### src/rtl/scsr_map.vh
/*
  Register offsets, field positions, reset values and sizes of the
  channel status readout block.
  Assumes it is included by its bare name from the rtl/ files.
*/
`ifndef SCSR_MAP_VH
`define SCSR_MAP_VH

// image and read port geometry
`define SCSR_IMG_BITS     40
`define SCSR_ADDR_W       7
`define SCSR_DATA_W       16

// read-only register offsets
`define SCSR_LEFT_LO      7'h5a
`define SCSR_LEFT_MID     7'h5b
`define SCSR_LEFT_TOP     7'h5c
`define SCSR_RIGHT_LO     7'h5d
`define SCSR_RIGHT_MID    7'h5e
`define SCSR_RIGHT_TOP    7'h5f

// reset values
`define SCSR_IMG_RST      40'h00_0000_0000
`define SCSR_RSVD_HI      8'h00
`define SCSR_RD_RST       16'h0000

// field positions inside one 40-bit image
`define SCSR_UNDEF_MSB    39
`define SCSR_UNDEF_LSB    36
`define SCSR_WL_MSB       35
`define SCSR_WL_LSB       33
`define SCSR_MAXLEN_BIT   32
`define SCSR_CLKACC_MSB   29
`define SCSR_CLKACC_LSB   28
`define SCSR_RATE_MSB     27
`define SCSR_RATE_LSB     24
`define SCSR_CHAN_MSB     23
`define SCSR_CHAN_LSB     20
`define SCSR_SRC_MSB      19
`define SCSR_SRC_LSB      16
`define SCSR_CAT_MSB      15
`define SCSR_CAT_LSB      8
`define SCSR_MODE_MSB     7
`define SCSR_MODE_LSB     6
`define SCSR_SAMP_MSB     5
`define SCSR_SAMP_LSB     3
`define SCSR_COPY_BIT     2
`define SCSR_NONPCM_BIT   1
`define SCSR_PROF_BIT     0

`endif

### src/rtl/scsr_top.v
/*
  Channel status readout: two 40-bit status images (left and right
  sub-frames), a 16-bit read-only register port and field decoding.
  Assumes the bi-phase decoder on mclk_i supplies one strobe per
  sub-frame with the status bit, the side and the block start mark.
*/
`timescale 1ns/100ps
`default_nettype none

`include "scsr_map.vh"

module scsr_top #(
  parameter IMG_W = 40,
  parameter IDX_W = 6
) (
  input  wire                      mclk_i,
  input  wire                      nrst_i,
  // status bit strobes from the decoder
  input  wire                      cs_valid_i,
  input  wire                      cs_right_i,
  input  wire                      cs_block_start_i,
  input  wire                      cs_bit_i,
  // read port of the control interface
  input  wire                      rd_en_i,
  input  wire [`SCSR_ADDR_W-1:0]   rd_addr_i,
  output reg  [`SCSR_DATA_W-1:0]   rd_data_o,
  output reg                       rd_ack_o,
  output reg                       rd_err_o,
  // image refresh pulses
  output wire                      left_update_o,
  output wire                      right_update_o,
  // decoded fields of the image picked by dec_right_i
  input  wire                      dec_right_i,
  output reg  [4:0]                word_length_bits_o,
  output reg                       word_length_rsvd_o,
  output reg                       max_sample_len_flag_o,
  output reg  [1:0]                clock_accuracy_level_o,
  output reg  [1:0]                sample_rate_sel_o,
  output reg                       sample_rate_rsvd_o,
  output reg  [3:0]                channel_number_code_o,
  output reg                       channel_dont_care_o,
  output reg  [3:0]                source_number_code_o,
  output reg                       source_dont_care_o,
  output reg  [7:0]                category_code_o,
  output reg                       status_mode0_o,
  output reg  [2:0]                audio_sampling_code_o,
  output reg                       preemph_5015_o,
  output reg                       audio_sampling_rsvd_o,
  output reg                       copyright_asserted_o,
  output reg                       linear_pcm_o,
  output reg                       consumer_use_o
);

  wire [IMG_W-1:0] left_img;
  wire [IMG_W-1:0] right_img;
  wire             left_valid;
  wire             right_valid;
  wire [IMG_W-1:0] sel_img;

  reg  [`SCSR_DATA_W-1:0] rd_data_d;
  reg                     rd_err_d;

  // fields of the selected image
  wire [2:0] word_length_code;
  wire       max_sample_len_flag;
  wire [1:0] clock_accuracy_code;
  wire [3:0] sample_rate_code;
  wire [3:0] channel_number_code;
  wire [3:0] source_number_code;
  wire [7:0] category_code;
  wire [1:0] status_mode_code;
  wire [2:0] audio_sampling_code;
  wire       copyright_flag;
  wire       nonpcm_flag;
  wire       professional_use_flag;

  // next values of the decoded outputs
  reg  [4:0] wl_bits_d;
  reg        wl_rsvd_d;
  reg  [1:0] clk_level_d;
  reg  [1:0] rate_sel_d;
  reg        rate_rsvd_d;
  reg        preemph_d;
  reg        samp_rsvd_d;

  // steer each strobe to the image of its sub-frame
  assign left_valid  = cs_valid_i & ~cs_right_i;
  assign right_valid = cs_valid_i & cs_right_i;

  scsr_capture #(
    .W  (IMG_W),
    .IW (IDX_W)
  ) u_left (
    .mclk_i        (mclk_i),
    .nrst_i        (nrst_i),
    .bit_valid_i   (left_valid),
    .block_start_i (cs_block_start_i),
    .bit_i         (cs_bit_i),
    .image_o       (left_img),
    .update_o      (left_update_o)
  );

  scsr_capture #(
    .W  (IMG_W),
    .IW (IDX_W)
  ) u_right (
    .mclk_i        (mclk_i),
    .nrst_i        (nrst_i),
    .bit_valid_i   (right_valid),
    .block_start_i (cs_block_start_i),
    .bit_i         (cs_bit_i),
    .image_o       (right_img),
    .update_o      (right_update_o)
  );

  // register read decode, unmapped addresses answer zero with error
  always @*
  begin
    rd_data_d = `SCSR_RD_RST;
    rd_err_d  = 1'b0;
    case (rd_addr_i)
      `SCSR_LEFT_LO:   rd_data_d = left_img[15:0];
      `SCSR_LEFT_MID:  rd_data_d = left_img[31:16];
      `SCSR_LEFT_TOP:  rd_data_d = {`SCSR_RSVD_HI, left_img[39:32]};
      `SCSR_RIGHT_LO:  rd_data_d = right_img[15:0];
      `SCSR_RIGHT_MID: rd_data_d = right_img[31:16];
      // right top byte, upper byte reserved
      `SCSR_RIGHT_TOP: rd_data_d = {`SCSR_RSVD_HI, right_img[39:32]};
      default:         rd_err_d  = 1'b1;
    endcase
  end

  // read answer one clock after the request
  always @(posedge mclk_i or negedge nrst_i)
  begin
    if (!nrst_i)
    begin
      rd_data_o <= `SCSR_RD_RST;
      rd_ack_o  <= 1'b0;
      rd_err_o  <= 1'b0;
    end
    else
    begin
      rd_ack_o <= rd_en_i;
      rd_err_o <= rd_en_i & rd_err_d;
      if (rd_en_i)
      begin
        rd_data_o <= rd_data_d;
      end
    end
  end

  // pick the image whose fields are decoded
  assign sel_img = dec_right_i ? right_img : left_img;

  // undefined top nibble is not decoded
  // field extraction of the selected image
  assign word_length_code    = sel_img[`SCSR_WL_MSB:`SCSR_WL_LSB];
  assign max_sample_len_flag = sel_img[`SCSR_MAXLEN_BIT];
  assign clock_accuracy_code = sel_img[`SCSR_CLKACC_MSB:`SCSR_CLKACC_LSB];
  assign sample_rate_code    = sel_img[`SCSR_RATE_MSB:`SCSR_RATE_LSB];
  assign channel_number_code = sel_img[`SCSR_CHAN_MSB:`SCSR_CHAN_LSB];
  assign source_number_code  = sel_img[`SCSR_SRC_MSB:`SCSR_SRC_LSB];
  assign category_code       = sel_img[`SCSR_CAT_MSB:`SCSR_CAT_LSB];
  assign status_mode_code    = sel_img[`SCSR_MODE_MSB:`SCSR_MODE_LSB];
  assign audio_sampling_code = sel_img[`SCSR_SAMP_MSB:`SCSR_SAMP_LSB];
  assign copyright_flag      = sel_img[`SCSR_COPY_BIT];
  assign nonpcm_flag         = sel_img[`SCSR_NONPCM_BIT];
  assign professional_use_flag = sel_img[`SCSR_PROF_BIT];

  // word length table
  // base length for the 20-bit maximum, four more for 24
  always @*
  begin
    wl_rsvd_d = 1'b0;
    case (word_length_code)
      3'h0:    wl_bits_d = 5'h00;
      3'h1:    wl_bits_d = 5'h10;
      3'h2:    wl_bits_d = 5'h12;
      3'h4:    wl_bits_d = 5'h13;
      3'h5:    wl_bits_d = 5'h14;
      3'h6:    wl_bits_d = 5'h11;
      default:
      begin
        wl_bits_d = 5'h00;
        wl_rsvd_d = 1'b1;
      end
    endcase
    if (max_sample_len_flag && (wl_bits_d != 5'h00))
    begin
      wl_bits_d = wl_bits_d + 5'h04;
    end
  end

  always @*
  begin
    case (clock_accuracy_code)
      2'h0:    clk_level_d = 2'h2;
      2'h1:    clk_level_d = 2'h1;
      2'h2:    clk_level_d = 2'h3;
      default: clk_level_d = 2'h0;
    endcase
  end

  // sampling frequency select
  // 0 is 44.1 kHz, 1 is 48 kHz, 2 is 32 kHz, 3 reserved
  always @*
  begin
    rate_rsvd_d = 1'b0;
    case (sample_rate_code)
      4'h0:    rate_sel_d = 2'h0;
      4'h1:    rate_sel_d = 2'h1;
      4'h2:    rate_sel_d = 2'h2;
      default:
      begin
        rate_sel_d  = 2'h3;
        rate_rsvd_d = 1'b1;
      end
    endcase
  end

  // pre-emphasis meaning only for linear PCM
  always @*
  begin
    preemph_d   = 1'b0;
    samp_rsvd_d = 1'b0;
    if (!nonpcm_flag)
    begin
      case (audio_sampling_code)
        3'h0:    samp_rsvd_d = 1'b0;
        3'h1:    preemph_d   = 1'b1;
        default: samp_rsvd_d = 1'b1;
      endcase
    end
    else
    begin
      samp_rsvd_d = (audio_sampling_code != 3'h0);
    end
  end

  // decoded outputs held in flip-flops
  always @(posedge mclk_i or negedge nrst_i)
  begin
    if (!nrst_i)
    begin
      word_length_bits_o     <= 5'h00;
      word_length_rsvd_o     <= 1'b0;
      max_sample_len_flag_o  <= 1'b0;
      clock_accuracy_level_o <= 2'h0;
      sample_rate_sel_o      <= 2'h0;
      sample_rate_rsvd_o     <= 1'b0;
      channel_number_code_o  <= 4'h0;
      channel_dont_care_o    <= 1'b0;
      source_number_code_o   <= 4'h0;
      source_dont_care_o     <= 1'b0;
      category_code_o        <= 8'h00;
      status_mode0_o         <= 1'b0;
      audio_sampling_code_o  <= 3'h0;
      preemph_5015_o         <= 1'b0;
      audio_sampling_rsvd_o  <= 1'b0;
      copyright_asserted_o   <= 1'b0;
      linear_pcm_o           <= 1'b0;
      consumer_use_o         <= 1'b0;
    end
    else
    begin
      word_length_bits_o     <= wl_bits_d;
      word_length_rsvd_o     <= wl_rsvd_d;
      max_sample_len_flag_o  <= max_sample_len_flag;
      clock_accuracy_level_o <= clk_level_d;
      sample_rate_sel_o      <= rate_sel_d;
      sample_rate_rsvd_o     <= rate_rsvd_d;
      channel_number_code_o  <= channel_number_code;
      channel_dont_care_o    <= (channel_number_code == 4'h0);
      source_number_code_o   <= source_number_code;
      source_dont_care_o     <= (source_number_code == 4'h0);
      category_code_o        <= category_code;
      status_mode0_o         <= (status_mode_code == 2'h0);
      audio_sampling_code_o  <= audio_sampling_code;
      preemph_5015_o         <= preemph_d;
      audio_sampling_rsvd_o  <= samp_rsvd_d;
      copyright_asserted_o   <= ~copyright_flag;
      linear_pcm_o           <= ~nonpcm_flag;
      consumer_use_o         <= ~professional_use_flag;
    end
  end

endmodule

`default_nettype wire

### src/rtl/scsr_capture.v
/*
  One channel status image: gathers the first bits of each status
  block from one sub-frame stream and commits them as a whole.
  Assumes bit strobes come from decoder logic on the same clock.
*/
`timescale 1ns/100ps
`default_nettype none

module scsr_capture #(
  parameter W  = 40,
  parameter IW = 6
) (
  input  wire          mclk_i,
  input  wire          nrst_i,
  input  wire          bit_valid_i,
  input  wire          block_start_i,
  input  wire          bit_i,
  output reg  [W-1:0]  image_o,
  output reg           update_o
);

  // index of the last wanted bit, cut to the index width on purpose
  localparam integer  LAST_I = W - 1;
  localparam [IW-1:0] LAST   = LAST_I[IW-1:0];

  reg [W-1:0]  shift_q;
  reg [IW-1:0] idx_q;
  reg          synced_q;

  // collect bits 0..W-1 of each block, then commit the whole image
  always @(posedge mclk_i or negedge nrst_i)
  begin
    if (!nrst_i)
    begin
      shift_q  <= {W{1'b0}};
      idx_q    <= {IW{1'b0}};
      synced_q <= 1'b0;
      image_o  <= {W{1'b0}};
      update_o <= 1'b0;
    end
    else
    begin
      update_o <= 1'b0;
      if (bit_valid_i)
      begin
        if (block_start_i)
        begin
          shift_q[0] <= bit_i;
          idx_q      <= {{(IW-1){1'b0}}, 1'b1};
          synced_q   <= 1'b1;
        end
        else if (synced_q && (idx_q <= LAST))
        begin
          shift_q[idx_q] <= bit_i;
          idx_q          <= idx_q + {{(IW-1){1'b0}}, 1'b1};
          // last wanted bit: publish the complete image
          if (idx_q == LAST)
          begin
            image_o  <= {bit_i, shift_q[W-2:0]};
            update_o <= 1'b1;
          end
        end
      end
    end
  end

endmodule

`default_nettype wire

### config.mk
export PLATFORM = sky130hd
export DESIGN_NAME = scsr_top
export DESIGN_NICKNAME = d
export VERILOG_FILES = /design/src/rtl/scsr_top.v /design/src/rtl/scsr_capture.v
export VERILOG_INCLUDE_DIRS = /design/src /design/src/rtl
export SDC_FILE = /design/constraint.sdc
export NUM_CORES = 1
export LEC_CHECK = 0
export BUFFER_PORTS_ARGS = -buffer_cell sky130_fd_sc_hd__buf_4
export CAP_MARGIN = 0
export CORE_MARGIN = 5
export CORE_UTILIZATION = 54
export DETAILED_ROUTE_END_ITERATION = 8
export GPL_TIMING_DRIVEN = 0
export PLACE_DENSITY_LB_ADDON = 0.08
export SLEW_MARGIN = 15
export SYNTH_ARGS = -nofsm -noshare
export SYNTH_HDL_FRONTEND = slang
export SYNTH_SLANG_ARGS = --single-unit
### constraint.sdc
create_clock -name mclk_i -period 1.72 [get_ports mclk_i]
set_clock_uncertainty 0.05 [all_clocks]
set_input_delay 0.344 -clock mclk_i [delete_from_list [all_inputs] [get_ports mclk_i]]
set_output_delay 0.344 -clock mclk_i [all_outputs]
set_load 0.1 [all_outputs]
==> impl_metrics.tcl <==
set metrics [dict create \
    status "complete, but fails checks" \
    failed_checks "negative setup slack" \
    r2r_slack_ns -0.14 \
    grt_pass1_wl_um 43100 \
    seq_area_frac_synth_pct 56.4 \
    path_class "register to register" \
    clk_pin_slew_worst_paths_ns 0.06 \
    row_count 50 \
    synth-warning-count 0 \
    crit_fanout 5 \
    vias_per_cell 5.98 \
    synth_seq_cells 231 \
    drcViolationCount 0 \
    fin_crit_sh_pct 108 \
    antenna_found_initial 0 \
    synth.top_cell.area_share_pct 56.4 \
    synth_area_leaders "dfrtp_1 56%, mux2_1 14%, mux2_4 5.7%" \
    synthCells 794 \
    cts_buffers 25 \
    grt_max_degree 97 \
    clock_sinks 231 \
    die_w_um 148 \
    vias 7062 \
    cts_tree "yes" \
    min_to "rd_data_o[2]" \
    powerDensity_mw_per_mm2 1140 \
    syn_to_final_growth_pct 27.8 \
    fill_cells 1249 \
    drive_above_1_share_pct 34.4 \
    pre_cts_slack_ns -0.626 \
    tightest_slew_ns 0.918 \
    min_path_type "input pin to register" \
    worstReg2RegEnd "u_left.image_o[36]" \
    dp_cells 1100 \
    fp.coreArea_mm2 0.0187 \
    postLayoutCellArea_mm2 0.0131 \
    drv_cap 0 \
    drt-total-wl_um 27700 \
    place_area_mm2 0.0113 \
    grt_pass1_vias 7503 \
    clockBufferDepth 3 \
    synth_edf_count 0 \
    ir_drop_mv 0.874 \
    arrival_ns 2.20 \
    drv_slew 0 \
    r2r_start "u_left.idx_q[4]" \
    routed.top_layer "met4" \
    post_drt_wl_per_cell_um 23.5 \
    dpl.hpwl_um 18400 \
    root_buffer "clkbuf_16" \
    nets 948 \
    synth_top_area_cell "dfrtp_1" \
    ant_nets 0 \
    reg2reg_depth 6 \
    min_period_ns 1.86 \
    globalplace.congestion 0.938 \
    setup-tns-final_ns -5.04 \
    h-tree-depth 1 \
    dieArea_mm2 0.0218 \
    whs_ns 0.121 \
    n_antenna_cell 0 \
    num_io_pins 74 \
    instances_no_fill 1181 \
    fin_util_pct 70.0 \
    synth_area_mm2 0.0102 \
    met2_length_um 13100 \
    die_y_um 148 \
    max_freq_ghz 0.538 \
    start_util_pct 54.8 \
    crit_path_start_kind "register" \
    synth_ff_type "dfrtp_1" \
    rsz0062_at_grt "yes" \
    hold_viol_final 0 \
    critPathCaptureType "register" \
    async_flop_share_pct 100 \
    fin_ws_ns -0.137 \
    drt-met1-wl_um 12000 \
    setup_viol 81 \
    total_power_mw 15.0 \
    synth_most_common_cell "dfrtp_1" \
    holdPathStages 3 \
    yosys-top-cells-count "231 x dfrtp_1, 128 x mux2_1, 69 x nor2_1" \
    p_leak_nw 6.35 \
    hold_start "rd_en_i" \
    grtUsageTotal_pct 25.2 \
    required_ns 2.06 \
    syn-num-nets 812 \
    clk_latency_ns 0.52 \
    gr-total-overflow 0 \
    ys_types 53 \
    drt_iter0_drc 561 \
    wl_met3_um 1720 \
    port_buffers 70 \
    synth.avg_cell_area_um2 12.9 \
    dr.pass1.iters 6 \
    relSlewSlack_pct 38.8 \
]
-- per-layer routing --
| metal | GRT usage (%) | up-vias |
|---|---|---|
| li1 | - | 3084 |
| met1 | 35.2 | 3632 |
| met2 | 40.6 | 284 |
| met3 | 3.99 | 62 |
| met4 | 8.57 | 0 |
| met5 | 0 | - |
-- cell type report --
type                            instances  area (µm²)  area share [%]
Sequential cell                       231        5790            44.2
Multi-Input combinational cell        508        4580            35.0
Timing Repair Buffer                  118        1160            8.83
Clock buffer                           29         661            5.04
Buffer                                 42         315            2.41
Tap cell                              234         293            2.24
Clock inverter                         15         284            2.17
Inverter                                4        15.0           0.115
-- worst max-delay path, cell delays in order (launching register included) --
cell and delay, ns:
dfrtp_2 0.41, nor2_2 0.16, and3_4 0.20, and4b_2 0.31
buf_12 0.17, buf_12 0.13, mux2_4 0.30
-- state kept, by name, summed over array words and instances (netlist names), 4 cells and up --
register               flops
u_left.image_o            40
u_right.image_o           40
u_left.shift_q            39
u_right.shift_q           39
rd_data_o                 16
category_code_o            8
u_left.idx_q               6
u_right.idx_q              6
word_length_bits_o         5
channel_number_code_o      4
source_number_code_o       4
-- report_power, final --
group / internal [mW] / leakage, nW / switching (mW)
registers: 5.98 / 3.12 / 0.365
logic: 1.02 / 2.78 / 1.47
clock network: 3.94 / 0.458 / 2.20
total: 10.9 / 6.35 / 4.04
-- layout by cell type, fill, tap and decap left out, types with 4 or more instances in the layout --
master,instances
mux2_2,18
nor2_1,63
dfrtp_1,226
mux2i_1,36
nand2b_1,4
bufinv_16,8
nor2_4,6
a22o_1,8
o21ai_1,12
xor2_1,6
nand2_2,8
o22ai_1,4
clkbuf_1,22
buf_16,5
dfrtp_2,5
buf_6,13
nand3_1,6
nand2_1,53
nor3_4,5
clkbuf_2,4
buf_4,94
clkinv_2,4
buf_12,10
clkbuf_16,30
o2bb2ai_1,16
nand3b_1,6
and3_1,6
a21oi_1,18
a21o_1,4
mux2_4,85
mux2_1,81
-- repair_timing --
item,in CTS,in global routing
buffers inserted,29,7
gates cloned,4,5
pin swaps,13,13
resized for setup,62,50
hold buffers,2,0
setup endpoints to repair,160,161
endpoints found under the hold margin,62,0
-- how the worst max path moves through the flow --
stage	cells past startpoint	start	endpoint
after floorplan	8	cs_right_i	u_left.image_o[0]
after global placement	1	nrst_i	u_right.image_o[9]
after detailed placement	5	cs_block_start_i	u_left.shift_q[32]
after CTS	7	u_left.synced_q	u_left.image_o[38]
after global routing	6	u_left.idx_q[4]	u_left.image_o[30]
final	6	u_left.idx_q[4]	u_left.image_o[36]
-- logic make-up after synthesis --
logic type	synth area share (%)
adder cells (fa/ha/maj)	0.366
multiplexers	25.2
buffers and inverters	2.69
XOR/XNOR	0.598
flip-flops	56.4
AND/OR/NAND/NOR	9.23
AO/OA/AOI/OAI	5.52
Power figures use the tool's default switching activity.
